[src/rtl/qms_pkg.sv]
// Purpose: shared constants and types of the command mode switch
// Assumes: 125 MHz mclk
// Notes: opcodes and delivered-state values of the command interface
`default_nettype none
package qms_pkg;
	localparam logic [7:0] OP_ENTER_FOUR  = 8'h38;
	localparam logic [7:0] OP_EXIT_FOUR   = 8'hff;
	localparam logic [7:0] OP_PARAM_READ  = 8'h5a;
	localparam logic [7:0] OP_RESET_EN    = 8'h66;
	localparam logic [7:0] OP_RESET       = 8'h99;
	localparam logic [7:0] STATUS_RESET   = 8'h00;
	localparam logic [7:0] ERASED_BYTE    = 8'hff;
	localparam int         QE_POS         = 1;
	localparam logic [3:0] BITS_PER_OP    = 4'h8;
	localparam int         CLK_PERIOD_NS  = 8;
	localparam int         POWER_UP_WAIT_MS = 1;
	// least time, rounded up to whole cycles
	localparam int         POWER_UP_WAIT_CYC = (POWER_UP_WAIT_MS * 1000000 + CLK_PERIOD_NS - 1) / CLK_PERIOD_NS;

	typedef enum logic {MODE_SPI, MODE_FOUR} qms_mode_e;

	typedef struct packed {
		logic       valid;
		logic [7:0] code;
		logic       fourLine;
	} qms_cmd_s;

	typedef struct packed {
		logic       writeLatch;
		logic       suspended;
		logic [2:0] wrapLen;
	} qms_vol_s;

	localparam qms_vol_s VOL_RESET = '{writeLatch: 1'b0, suspended: 1'b0, wrapLen: 3'h0};
endpackage
`default_nettype wire

[src/rtl/qms_mode_switch.sv]
// Purpose: command-mode tracking (single-line vs four-line) of a serial flash command port
// Assumes: csN, sclk and io come from pins and are resynchronised to mclk
// Notes: only the opcode byte is decoded here; command bodies belong to other logic
`default_nettype none
// Function
// - quad-enable set then 38H enters four-line mode
// - 38H ignored while quad-enable is zero
// - entering four-line keeps latch, suspend, wrap length
// - FFH returns device to single-line command mode
// - leaving four-line keeps latch, suspend, wrap length
// - opcode 5AH starts discoverable parameter table read
// - delivered array reads all ones, FFH
// - status resets to 00H, single-line mode
// - enable-reset, reset pair works in both modes
module qms_mode_switch
	import qms_pkg::*;
#(
	parameter int POWER_UP_CYC = POWER_UP_WAIT_CYC
)
(
	input  wire logic       mclk,
	input  wire logic       rst_n,
	input  wire logic       csN,
	input  wire logic       sclk,
	input  wire logic [3:0] ioIn,
	input  wire logic       statusWrite,
	input  wire logic [7:0] statusData,
	input  wire logic       volWrite,
	input  wire qms_vol_s   volData,
	output qms_mode_e       commandMode,
	output logic [7:0]      statusReg,
	output logic            quadEnableBit,
	output qms_vol_s        volState,
	output qms_cmd_s        opcodeOut,
	output logic            paramReadStart,
	output logic            softResetPulse,
	output logic            deviceReady,
	output logic [7:0]      eraseFill
);

	logic [1:0] csSync;
	logic [1:0] sclkSync;
	logic [3:0] ioSync1;
	logic [3:0] ioSync2;
	logic       sclkLast;
	logic       csLast;
	logic       sclkRise;
	logic       csRise;
	logic       csFall;
	logic       csLow;

	// first stages feed only the second stages
	always_ff @(posedge mclk or negedge rst_n)
	begin
		if (!rst_n)
		begin
			csSync   <= 2'h3;
			sclkSync <= 2'h0;
			ioSync1  <= 4'h0;
			ioSync2  <= 4'h0;
			sclkLast <= 1'b0;
			csLast   <= 1'b1;
		end
		else
		begin
			csSync   <= {csSync[0], csN};
			sclkSync <= {sclkSync[0], sclk};
			ioSync1  <= ioIn;
			ioSync2  <= ioSync1;
			sclkLast <= sclkSync[1];
			csLast   <= csSync[1];
		end
	end

	assign csLow    = !csSync[1];
	assign sclkRise = sclkSync[1] && !sclkLast && csLow;
	assign csRise   = csSync[1] && !csLast;
	assign csFall   = !csSync[1] && csLast;

	// power-up hold-off; commands before it are not trusted
	logic [$clog2(POWER_UP_CYC + 1) - 1:0] upCount_reg;

	always_ff @(posedge mclk or negedge rst_n)
	begin
		if (!rst_n)
			upCount_reg <= '0;
		else if (upCount_reg != POWER_UP_CYC[$clog2(POWER_UP_CYC + 1) - 1:0])
			upCount_reg <= upCount_reg + 1'b1;
	end

	assign deviceReady = (upCount_reg == POWER_UP_CYC[$clog2(POWER_UP_CYC + 1) - 1:0]);

	// opcode shifter: one bit per edge in single-line, a nibble in four-line
	logic [7:0] shift_reg;
	logic [3:0] bitCount_reg;
	logic       frameValid_reg;
	logic       opDone;

	assign opDone = (bitCount_reg == BITS_PER_OP);

	always_ff @(posedge mclk or negedge rst_n)
	begin
		if (!rst_n)
		begin
			shift_reg      <= 8'h00;
			bitCount_reg   <= 4'h0;
			frameValid_reg <= 1'b0;
		end
		else if (csFall)
		begin
			shift_reg      <= 8'h00;
			bitCount_reg   <= 4'h0;
			frameValid_reg <= deviceReady;
		end
		else if (sclkRise && frameValid_reg)
		begin
			if (commandMode == MODE_FOUR)
			begin
				// past eight bits the count parks at nine, so no second opcode can form
				if (bitCount_reg < BITS_PER_OP)
				begin
					shift_reg    <= {shift_reg[3:0], ioSync2};
					bitCount_reg <= bitCount_reg + 4'h4;
				end
				else
					bitCount_reg <= 4'h9;
			end
			else
			begin
				if (bitCount_reg < BITS_PER_OP)
				begin
					shift_reg    <= {shift_reg[6:0], ioSync2[0]};
					bitCount_reg <= bitCount_reg + 4'h1;
				end
				else
					bitCount_reg <= 4'h9;
			end
		end
	end

	// opcode is announced once, one mclk cycle after its eighth bit lands in shift_reg
	logic opJustDone_reg;

	always_ff @(posedge mclk or negedge rst_n)
	begin
		if (!rst_n)
			opJustDone_reg <= 1'b0;
		else
			opJustDone_reg <= sclkRise && frameValid_reg && (bitCount_reg == BITS_PER_OP - 4'h1 ||
				(commandMode == MODE_FOUR && bitCount_reg == BITS_PER_OP - 4'h4));
	end

	always_ff @(posedge mclk or negedge rst_n)
	begin
		if (!rst_n)
			opcodeOut <= '0;
		else
		begin
			opcodeOut.valid    <= opJustDone_reg;
			opcodeOut.code     <= shift_reg;
			opcodeOut.fourLine <= (commandMode == MODE_FOUR);
		end
	end

	always_ff @(posedge mclk or negedge rst_n)
	begin
		if (!rst_n)
			paramReadStart <= 1'b0;
		else
			paramReadStart <= opJustDone_reg && shift_reg == OP_PARAM_READ;
	end

	// a frame counts only if exactly eight bits arrived before chip select rose
	logic exactOp;
	assign exactOp = csRise && frameValid_reg && opDone;

	// reset arming: enable-reset must be the frame right before reset
	logic resetArmed_reg;

	always_ff @(posedge mclk or negedge rst_n)
	begin
		if (!rst_n)
			resetArmed_reg <= 1'b0;
		else if (csRise && frameValid_reg)
			resetArmed_reg <= exactOp && shift_reg == OP_RESET_EN;
	end

	always_ff @(posedge mclk or negedge rst_n)
	begin
		if (!rst_n)
			softResetPulse <= 1'b0;
		else
			softResetPulse <= exactOp && resetArmed_reg && shift_reg == OP_RESET;
	end

	// mode register; an opcode switch lands at chip-select rise, a soft reset one mclk cycle later
	always_ff @(posedge mclk or negedge rst_n)
	begin
		if (!rst_n)
			commandMode <= MODE_SPI;
		else if (softResetPulse)
			commandMode <= MODE_SPI;
		else if (exactOp)
		begin
			unique case (commandMode)
				MODE_SPI:
					if (shift_reg == OP_ENTER_FOUR && quadEnableBit)
						commandMode <= MODE_FOUR;
				MODE_FOUR:
					if (shift_reg == OP_EXIT_FOUR)
						commandMode <= MODE_SPI;
			endcase
		end
	end

	// status register: written by the write-status logic, cleared only by rst_n, not by software reset
	always_ff @(posedge mclk or negedge rst_n)
	begin
		if (!rst_n)
			statusReg <= STATUS_RESET;
		else if (statusWrite)
			statusReg <= statusData;
	end

	assign quadEnableBit = statusReg[QE_POS];

	// volatile state is deliberately not touched by mode switches, only by its owner or reset
	always_ff @(posedge mclk or negedge rst_n)
	begin
		if (!rst_n)
			volState <= VOL_RESET;
		else if (softResetPulse)
			volState <= VOL_RESET;
		else if (volWrite)
			volState <= volData;
	end

	// fill value used when the array is initialised in the delivered state
	always_ff @(posedge mclk or negedge rst_n)
	begin
		if (!rst_n)
			eraseFill <= ERASED_BYTE;
		else
			eraseFill <= ERASED_BYTE;
	end

endmodule
`default_nettype wire

[config.mk]
export PLATFORM = sky130hd
export DESIGN_NAME = qms_mode_switch
export DESIGN_NICKNAME = d
export VERILOG_FILES = /design/src/rtl/qms_pkg.sv /design/src/rtl/qms_mode_switch.sv
export SDC_FILE = /design/constraint.sdc
export NUM_CORES = 1
export LEC_CHECK = 0
export ABC_AREA = 0
export BUFFER_PORTS_ARGS = -buffer_cell sky130_fd_sc_hd__buf_2
export CAP_MARGIN = 20
export CORE_UTILIZATION = 50
export CTS_CLUSTER_SIZE = 30
export DETAILED_ROUTE_END_ITERATION = 6
export HOLD_SLACK_MARGIN = 0.15
export PLACE_DENSITY = 0.81
export SYNTH_ARGS = -nofsm -noshare
export SYNTH_HDL_FRONTEND = slang
export SYNTH_SLANG_ARGS = --single-unit
[constraint.sdc]
create_clock -name mclk -period 3.5 [get_ports mclk]
set_input_delay 0.35 -clock mclk [delete_from_list [all_inputs] [get_ports mclk]]
set_output_delay 0.35 -clock mclk [all_outputs]
set_load 0.01 [all_outputs]
==> results of run 1 <==
-- cell usage after synthesis (2+ instances only) --
cell | instances | area (um^2)
nor4_2 | 2 | 25.0
buf_2 | 2 | 10.0
nand3_1 | 10 | 50.1
nor3_1 | 7 | 35.0
nor2_1 | 22 | 82.6
ha_1 | 4 | 50.1
nand2b_1 | 2 | 12.5
dfstp_2 | 3 | 78.8
a211oi_1 | 6 | 45.0
inv_1 | 6 | 22.5
a21oi_1 | 7 | 35.0
mux2_2 | 8 | 90.1
mux2i_1 | 13 | 130
nor2b_1 | 2 | 12.5
clkbuf_1 | 2 | 7.51
nand4_1 | 4 | 25.0
nor4b_1 | 3 | 26.3
buf_4 | 11 | 82.6
nand2_1 | 14 | 52.6
xor2_1 | 5 | 43.8
o21ai_0 | 7 | 35.0
xnor2_1 | 10 | 87.6
nand3_2 | 2 | 20.0
dfrtp_1 | 69 | 1730
nand3b_1 | 2 | 15.0
-- kinds of logic after synthesis --
| logic type | after synthesis | share of synthesized area [%] |
|---|---|---|
| AOI/OAI and AO/OA | 25 | 5.56 |
| xor gates and xnor gates | 15 | 4.46 |
| adders and majority gates | 4 | 1.70 |
| buffers and inverters | 23 | 4.67 |
| DFF | 72 | 61.3 |
| muxes | 21 | 7.48 |
| other | 1 | 0.127 |
| and+or+nand+nor | 77 | 14.7 |
-- layout make-up --
cell class / instances / area, um^2 / area share (%)
clock inverter: 3 / 17.5 / 0.505
timing repair buffer: 59 / 348 / 10.0
multi-input combinational: 150 / 1030 / 29.7
clock buffer: 12 / 155 / 4.47
inverter: 6 / 22.5 / 0.650
sequential: 72 / 1810 / 52.1
tap: 72 / 90.1 / 2.60
-- report_power, final --
| part | leakage (nW) | total, mW | switching [mW] | internal (mW) |
|---|---|---|---|---|
| registers | 0.926 | 0.867 | 0.0103 | 0.857 |
| logic | 0.603 | 0.0890 | 0.0478 | 0.0411 |
| clock network | 0.0882 | 0.572 | 0.282 | 0.290 |
-- stage by stage --
stage	util, %	hold WS [ns]	total power, mW	worst slack [ns]
floorplan	-	0.0544	0.924	2.00
global placement	57.1	0.331	0.962	1.87
detailed placement	57.1	0.335	0.965	1.81
CTS	61.3	0.224	1.54	1.42
global route	61.8	0.228	1.59	1.30
finish	61.8	0.242	1.53	1.47
-- cell usage in the layout, fill, tap and decap left out, drive strengths merged, types with 2 or more instances in the layout --
cell type,synthesis,routed
a211oi,7,7
nand4,4,4
xnor2,10,10
inv,6,6
clkbuf,2,12
o21ai,7,7
mux2,8,8
buf,15,52
mux2i,13,13
nand3,12,12
conb,1,8
a21oi,7,7
nor2,23,23
nand3b,2,2
dlygate4sd3,0,7
clkinv,0,2
nor2b,2,2
nor3,7,7
nand2,14,14
nor4b,3,3
ha,4,4
dfstp,3,3
xor2,5,5
nand2b,2,2
dfrtp,69,69
nor4,2,2
-- critical path, delay by kind of cell (launching register included) --
kind	cells	cell delay, ns
simple gates	2	0.45
flops	1	0.41
buf+inv	3	0.33
fa+ha+maj	1	0.16
-- final timing paths --
path | startpoint | end | depth (start not counted)
min | statusData[2] | statusReg[2] | 2
max reg2reg | csSync[1] | shift_reg[3] | 4
max | upCount_reg[0] | deviceReady | 6
min reg2reg | ioSync1[3] | ioSync2[3] | 0
min in group asynchronous | rst_n | resetArmed_reg | 2
max in group asynchronous | rst_n | statusReg[3] | 4
-- metal layers --
layer  wire length (um)  vias to the layer above
li1                   -                      925
met1               2260                      917
met2               2330                       72
met3                303                       12
met4                 76                        0
met5                  0                        -
==> qor.yml, run 1 <==
status: "finished, final reports clean"
min_path_type: "primary input to flip-flop"
clock_latency_ns: 0.34
postSynth.asyncResetShare_pct: 100
n_antenna_cell: 0
slew_violations: 0
required_ns: 3.15
drive_gt1_share_pct: 28.1
cpPeakStageDelay_ns: 0.41
track_usage_pct: 18.1
clock-root-buffer: "clkbuf_8"
grtUsageMet1_pct: 23.5
die_x_um: 78.8
postSynthAreaPerCell_um2: 12.4
synth_area_um2: 2950
yosysSeqAreaShare_pct: 61.3
largest_reg_flops: 17
top_level_ports: 59
ant_nets: 0
power_leakage_nw: 1.62
placedCellCount: 351
coreArea_um2: 5610
antenna_found_initial: 0
dp_hpwl_mm: 3.49
ys_warn_count: 0
synth_ff_type: "dfrtp_1"
fp.dieH_um: 78.8
cts_max_level: 3
startpoint_type: "flip-flop"
busiest_layer: "met2"
crit_chain: "inv_1 > ha_1 > and4bb_2 > nand4_1 > inv_1 > buf_2"
stdcell_count: 374
ctsResizeCount: 0
totalWireLength_mm: 4.98
n_fill_cell: 477
fmax_mhz: 492
fin_nets: 325
tritoncts: "done"
syn2layout_area_growth_pct: 17.7
ctsHoldBuffers: 6
grt_overflow: 0
crit_path_top_delay_cell: "dfrtp_1"
grt_pass1_wl_mm: 8.38
finalInstanceArea_um2: 3470
cts_buffer_depth: 2
drt-initial-drc-count: 85
clock_sinks: 72
regToRegSetupSlack_ns: 1.79
gp_congestion: 0.839
cts_made_buffers: 9
syn_inst: 238
min_period_over_period_pct: 58.1
tightest_slew_ns: 0.730
setup_viol: 0
dpl_cell_area_um2: 3200
first_pass_iters: 4
hold_violations: 0
skew_ns: 0.00714
die_area_um2: 6200
rsz0062_at_grt: "false"
fin_crit_ns: 2.03
grt_pass1_vias: 1841
synth_edf_count: 0
grt_max_degree: 51
crit_fanout: 6
cp-end-kind: "output port"
use_met2_pct: 28.4
drc_errors: 0
via_count: 1926
yosysUniqueCellTypes: 40
cap_violations: 0
path_clk_slew_ns: 0.07
tns_ns: 0
critPathKind: "flip-flop to output port"
cts_setup_buffers: 0
rows: 27
numPortBuffers: 50
routed_via_density: 5.15
crit_top_cell: "inv_1"
relSlewSlack_pct: 51.2
wire_per_inst_um: 13.3
ys_ff_latch: 72
cp.arrival_ns: 1.68
ir_drop_mv: 0.250
initial_utilization_pct: 52.5
powerDensity_nw_per_um2: 441
grtUsageMet3_pct: 5.63
(Power assumes the default switching activity.)
==> run 2, diff against run 1 <==
--- a/config.mk
+++ b/config.mk
@@ -8,11 +8,11 @@
 export ABC_AREA = 0
 export BUFFER_PORTS_ARGS = -buffer_cell sky130_fd_sc_hd__buf_2
 export CAP_MARGIN = 20
-export CORE_UTILIZATION = 50
+export CORE_UTILIZATION = 49
 export CTS_CLUSTER_SIZE = 30
 export DETAILED_ROUTE_END_ITERATION = 6
 export HOLD_SLACK_MARGIN = 0.15
-export PLACE_DENSITY = 0.81
+export PLACE_DENSITY = 0.82
 export SYNTH_ARGS = -nofsm -noshare
 export SYNTH_HDL_FRONTEND = slang
 export SYNTH_SLANG_ARGS = --single-unit
==> constraint.sdc (replaced) <==
create_clock -name mclk -period 1.75 [get_ports mclk]
set_input_delay 0.175 -clock mclk [delete_from_list [all_inputs] [get_ports mclk]]
set_output_delay 0.175 -clock mclk [all_outputs]
set_load 0.01 [all_outputs]
==> qor.yml, run 2 (synthesis gave the netlist of run 1 again) <==
crit_chain: "inv_2 > ha_4 > and4bb_2 > nand4_1 > inv_1 > buf_2"
layout_commonest_cell: "dfrtp_1"
crit_path_end: "deviceReady"
crit_fanout: 3  # -3
min_period_over_period_pct: 101
die_x_um: 79.5  # +0.99%
routed_via_density: 5.19  # +0.79%
rows: 27  # unchanged
ant_nets: 0  # unchanged
critPathKind: "flip-flop to output port"
rr_startpoint: "bitCount_reg[0]"
gp_congestion: 0.880  # +4.9%
drt-initial-drc-count: 124  # +46%
drc_errors: 0  # unchanged
p_comb_share_pct: 6.4  # +0.6 points
r2r-end: "resetArmed_reg"
fin_nets: 344  # +5.8%
tightest_slew_ns: 0.752  # +0.0225 ns
violations: "setup timing"
p_switching_mw: 0.725  # +110%
die_area_um2: 6330  # +2.0%
path_clk_slew_ns: 0.07  # about the same
via_count: 2045  # +6.2%
rsz0062_at_grt: "true"
track_usage_pct: 19.6  # +1.6 points
clock_latency_ns: 0.35  # about the same
tritoncts: "done"
fin_crit_ns: 1.77
crit_path_top_delay_cell: "dfrtp_1"
cp.buffers_inverters: 3  # unchanged
ir_drop_mv: 0.548  # +120%
ff2ff_path_depth: 6  # +2
startpoint_type: "flip-flop"
totalWireLength_mm: 5.61  # +13%
p_int_mw: 2.51  # +110%
final_cell_mix: "dfrtp_1, buf_2, nor2_1"
setup_ws_ns: -0.0224  # -1.49 ns
grt_pass1_vias: 1984  # +7.8%
antenna_found_initial: 0  # unchanged
numPortBuffers: 50  # unchanged
grt_pass1_wl_mm: 9.22  # +10%
coreArea_um2: 5640  # +0.60%
dp_hpwl_mm: 3.61  # +3.5%
fmax_mhz: 564
crit_start: "upCount_reg[1]"
status: "complete, but fails checks"
stdcell_count: 394  # +5.3%
cpPeakStageDelay_ns: 0.43  # +0.02 ns
worst-path-stages: 6  # unchanged
largest_reg_flops: 17  # unchanged
wire_per_inst_um: 14.2  # +7.0%
n_antenna_cell: 0  # unchanged
placedCellCount: 355  # +1.1%
drive_gt1_share_pct: 29.8  # +1.7 points
clock_sinks: 72  # unchanged
pwr-share-seq_pct: 53.6  # -3.1 points
slew_violations: 0  # unchanged
powerDensity_nw_per_um2: 875  # +99%
syn2layout_area_growth_pct: 25.6
top_level_ports: 59  # unchanged
clock-root-buffer: "clkbuf_8"
regToRegSetupSlack_ns: 0.20  # -1.59 ns
cts_made_buffers: 9  # unchanged
grt_max_degree: 28  # -45%
initial_utilization_pct: 52.2  # -0.31 points
clkPwrFrac_pct: 40.0  # +2.6 points
setup_viol: 1  # +1
first_pass_iters: 4  # unchanged
cts_buffer_depth: 2  # unchanged
cp.arrival_ns: 1.60  # -0.08 ns
min_path_type: "primary input to flip-flop"
grt_overflow: 0  # unchanged
place_worst_setup_slack_ns: 0.238  # -1.57 ns
cp-end-kind: "output port"
skew_ns: 0.00979  # +0.00264 ns
required_ns: 1.57  # -1.58 ns
hold_violations: 0  # unchanged
power_leakage_nw: 1.71  # +6.0%
fp.dieH_um: 79.5  # +0.99%
relSlewSlack_pct: 49.8  # -1.4 points
cts_max_level: 3  # unchanged
cp_top_family: "flip-flops"
cap_violations: 0  # unchanged
swShare_pct: 22.4  # +0.12 points
## run 2: worst min-delay path by stage
stage,start,to,slack [ns],cells after the start
2_1_floorplan,rst_n,bitCount_reg[0],-0.12,0
3_3_place_gp,rst_n,opJustDone_reg,0.17,1
3_5_place_dp,rst_n,opJustDone_reg,0.18,1
4_1_cts,volWrite,volState[2],0.20,3
5_1_grt,volWrite,volState[2],0.21,3
6_report,volWrite,volState[1],0.20,3
## run 2: layer usage
| layer | wire length (um) | part of all wire (%) | track usage [%] |
|---|---|---|---|
| met4 | 112 | 2.0 | 10.4 |
| met3 | 268 | 4.8 | 3.89 |
| met2 | 2740 | 49 | 30.3 |
| met1 | 2490 | 44 | 26.2 |
| met5 | 0 | 0 | 0 |
## run 2: power groups by stage
| stage | sequential [mW] | combinational [mW] | clock, mW |
|---|---|---|---|
| after floorplan | 1.78 | 0.0692 | 0 |
| after detailed placement | 1.77 | 0.176 | 0 |
| after global routing | 1.74 | 0.229 | 1.42 |
| final | 1.73 | 0.208 | 1.30 |
| after CTS | 1.73 | 0.210 | 1.33 |
| after global placement | 1.76 | 0.171 | 0 |
## run 2: what timing repair did
action | in CTS | in global routing
setup endpoints to repair | 1 | 1
setup buffers | 1 | 2
hold buffers | 20 | 0
gates resized for setup | 0 | 5
pin swaps | 1 | 0
endpoints found under the hold margin | 38 | 0
## run 2: final cells by class
type,count,area [um^2]
fill,419,1940
sequential,72,1810
multi-input combinational,150,1050
timing repair buffer,78,536
clock buffer,11,141
tap,72,90.1
clock inverter,5,56.3
inverter,6,22.5
## run 2: worst reg2reg max path: cells and delay by family, from the launching register on
family	cells	cell delay (ns)
compound gates	1	0.27
simple gates	3	0.46
flops	1	0.40
fa+ha+maj	1	0.18
buf+inv	1	0.12
## run 2: stage by stage
step | TNS (ns) | cell area, um^2 | hold WS, ns | power [mW] | utilization [%]
after floorplan | 0 | 2970 | -0.121 | 1.85 | -
after CTS | 0 | 3660 | 0.202 | 3.27 | 65.0
final | -0.0224 | 3700 | 0.204 | 3.24 | 65.6
after detailed placement | 0 | 3260 | 0.175 | 1.94 | 57.8
after global placement | 0 | 3260 | 0.170 | 1.94 | 57.8
after global routing | -0.0945 | 3700 | 0.214 | 3.38 | 65.6
==> run 3, diff against run 2 <==
--- a/config.mk
+++ b/config.mk
@@ -6,13 +6,13 @@
 export NUM_CORES = 1
 export LEC_CHECK = 0
 export ABC_AREA = 0
-export BUFFER_PORTS_ARGS = -buffer_cell sky130_fd_sc_hd__buf_2
 export CAP_MARGIN = 20
-export CORE_UTILIZATION = 49
+export CORE_UTILIZATION = 50
 export CTS_CLUSTER_SIZE = 30
 export DETAILED_ROUTE_END_ITERATION = 6
+export DONT_BUFFER_PORTS = 1
 export HOLD_SLACK_MARGIN = 0.15
-export PLACE_DENSITY = 0.82
+export PLACE_DENSITY = 0.72
 export SYNTH_ARGS = -nofsm -noshare
 export SYNTH_HDL_FRONTEND = slang
 export SYNTH_SLANG_ARGS = --single-unit
==> constraint.sdc (replaced) <==
create_clock -name mclk -period 1.99 [get_ports mclk]
set_input_delay 0.199 -clock mclk [delete_from_list [all_inputs] [get_ports mclk]]
set_output_delay 0.199 -clock mclk [all_outputs]
set_load 0.01 [all_outputs]
==> qor.yml, run 3 (synthesis gave the netlist of run 1 again) <==
cp.buffers_inverters: 2  # -1
coreArea_um2: 5610  # -0.60%
fin_nets: 305  # -11%
track_usage_pct: 19.0  # -0.60 points
crit_chain: "inv_1 > ha_1 > and4bb_2 > nand4_1 > inv_1"
first_pass_iters: 4  # unchanged
layout_commonest_cell: "dfrtp_1"
hold_violations: 0  # unchanged
startpoint_type: "flip-flop"
die_x_um: 78.8  # -0.98%
clock_sinks: 72  # unchanged
required_ns: 1.79  # +0.22 ns
drt-initial-drc-count: 102  # -18%
crit_start: "upCount_reg[0]"
cpPeakStageDelay_ns: 0.41  # -0.02 ns
ctsResizeCount: 0  # unchanged
n_antenna_cell: 0  # unchanged
clock_latency_ns: 0.34  # about the same
fin_crit_ns: 1.79
drive_gt1_share_pct: 13.8  # -16 points
via_count: 1852  # -9.4%
dp_hpwl_mm: 3.15  # -13%
gp_congestion: 0.786  # -11%
rsz0062_at_grt: "false"
crit_top_cell: "inv_1"
finish.utilization_pct: 63.7  # -1.8 points
wire_per_inst_um: 14.7  # +3.2%
power_mw: 3.02  # -6.8%
routed_via_density: 5.22  # +0.51%
clkPwrFrac_pct: 43.8  # +3.8 points
totalWireLength_mm: 5.22  # -7.0%
setup_viol: 0  # -1
tightest_slew_ns: 0.648  # -0.105 ns
top_level_ports: 59  # unchanged
grt_pass1_vias: 1874  # -5.5%
tritoncts: "done"
min_period_over_period_pct: 90.0
swShare_pct: 20.2  # -2.2 points
critPathKind: "flip-flop to output port"
skew_ns: 0.00947  # -0.000317 ns
cp.arrival_ns: 1.59  # about the same
hold_path.startpoint: "ioSync1[3]"
cp-end-kind: "output port"
p_switching_mw: 0.610  # -16%
placedCellCount: 302  # -15%
tns_ns: 0  # +0.0224 ns
rr_startpoint: "csSync[1]"
antenna_found_initial: 0  # unchanged
grt_overflow: 0  # unchanged
grt_pass1_wl_mm: 8.89  # -3.5%
status: "finished, final reports clean"
ff2ff_path_depth: 4  # -2
fp.dieH_um: 78.8  # -0.98%
powerDensity_nw_per_um2: 844  # -3.6%
grt_max_degree: 73  # +160%
ir_drop_mv: 0.445  # -19%
largest_reg_flops: 17  # unchanged
relSlewSlack_pct: 56.8  # +7.0 points
min_path_type: "flip-flop to flip-flop"
setup_ws_ns: 0.200  # +0.222 ns
syn2layout_area_growth_pct: 21.4
cts_buffer_depth: 2  # unchanged
fmax_mhz: 559
power_leakage_nw: 1.56  # -9.3%
clock-root-buffer: "clkbuf_8"
cp_top_family: "simple AND/OR/NAND/NOR gates"
p_comb_share_pct: 5.0  # -1.4 points
crit_fanout: 5  # +2
numPortBuffers: 0  # -100%
worst-path-stages: 5  # -1
crit_path_top_delay_cell: "dfrtp_1"
cts_max_level: 3  # unchanged
ant_nets: 0  # unchanged
pwr-share-seq_pct: 51.2  # -2.4 points
hold_depth: 0  # -3
drc_errors: 0  # unchanged
n_fill_cell: 435  # +3.8%
place_worst_setup_slack_ns: 0.285  # +0.0478 ns
initial_utilization_pct: 52.5  # +0.31 points
path_clk_slew_ns: 0.07  # about the same
final_cell_mix: "dfrtp_1, dlygate4sd3_1, nor2_1"
slew_violations: 0  # unchanged
cts_made_buffers: 9  # unchanged
stdcell_count: 355  # -9.9%
die_area_um2: 6200  # -2.0%
cap_violations: 0  # unchanged
rows: 27  # unchanged
p_int_mw: 2.41  # -4.2%
[run 3: cell count changes in the layout (fill, tap and decap cells not counted), moves of 2 or more]
cell           change
buf_2             -50
clkbuf_8           +2
inv_1              +2
clkinv_2           -2
dlygate4sd3_1     +13
buf_12             -2
inv_2              -2
[run 3: final cells by class]
type | instances | area, um^2 | area share [%]
well taps | 72 | 90.1 | 2.52
clock buffers | 14 | 173 | 4.83
clock inverters | 2 | 60.1 | 1.68
multi-input cells | 150 | 1030 | 28.8
repair buffers | 39 | 395 | 11.1
flip-flops and latches | 72 | 1810 | 50.5
inverters | 6 | 22.5 | 0.630
[run 3: final timing paths]
path / endpoint / slack (ns)
max: deviceReady / 0.20
min: ioSync2[3] / 0.34
min reg2reg: ioSync2[3] / 0.34
max reg2reg: shift_reg[5] / 0.30
max in group asynchronous: csSync[0] / 1.29
min in group asynchronous: bitCount_reg[2] / 0.40
[run 3: power by group through the flow]
| stage | clock network, mW | logic, mW | registers (mW) |
|---|---|---|---|
| floorplan | 0 | 0.0609 | 1.56 |
| global placement | 0 | 0.0451 | 1.57 |
| detailed placement | 0 | 0.0469 | 1.57 |
| CTS | 1.36 | 0.151 | 1.54 |
| global route | 1.41 | 0.167 | 1.55 |
| finish | 1.32 | 0.152 | 1.55 |
[run 3: routing by layer]
| layer | track usage [%] | up-vias | share of wire [%] |
|---|---|---|---|
| met4 | 10.0 | 0 | 2.3 |
| met3 | 4.25 | 15 | 3.8 |
| met1 | 24.0 | 906 | 45 |
| met5 | 0 | - | 0 |
| li1 | - | 887 | - |
| met2 | 30.7 | 44 | 49 |
[run 3: stage by stage]
stage	instance area (um^2)	hold WS, ns
final	3570	0.343
after CTS	3550	0.347
after floorplan	2970	-0.0966
after detailed placement	2960	-0.0949
after global placement	2960	-0.0943
after global routing	3570	0.350
[run 3: what timing repair did]
action                                  in CTS  in global routing
buffers inserted                             0                  3
endpoints found under the hold margin       91                  0
hold buffers                                34                  0
endpoints found under the setup margin       0                  1
[run 3: worst register-to-register path: stages (launching register included)]
cell and delay [ns]:
dfstp_2 0.40, nand4bb_1 0.51, nor2_8 0.39, nor2_1 0.07, a211oi_1 0.23
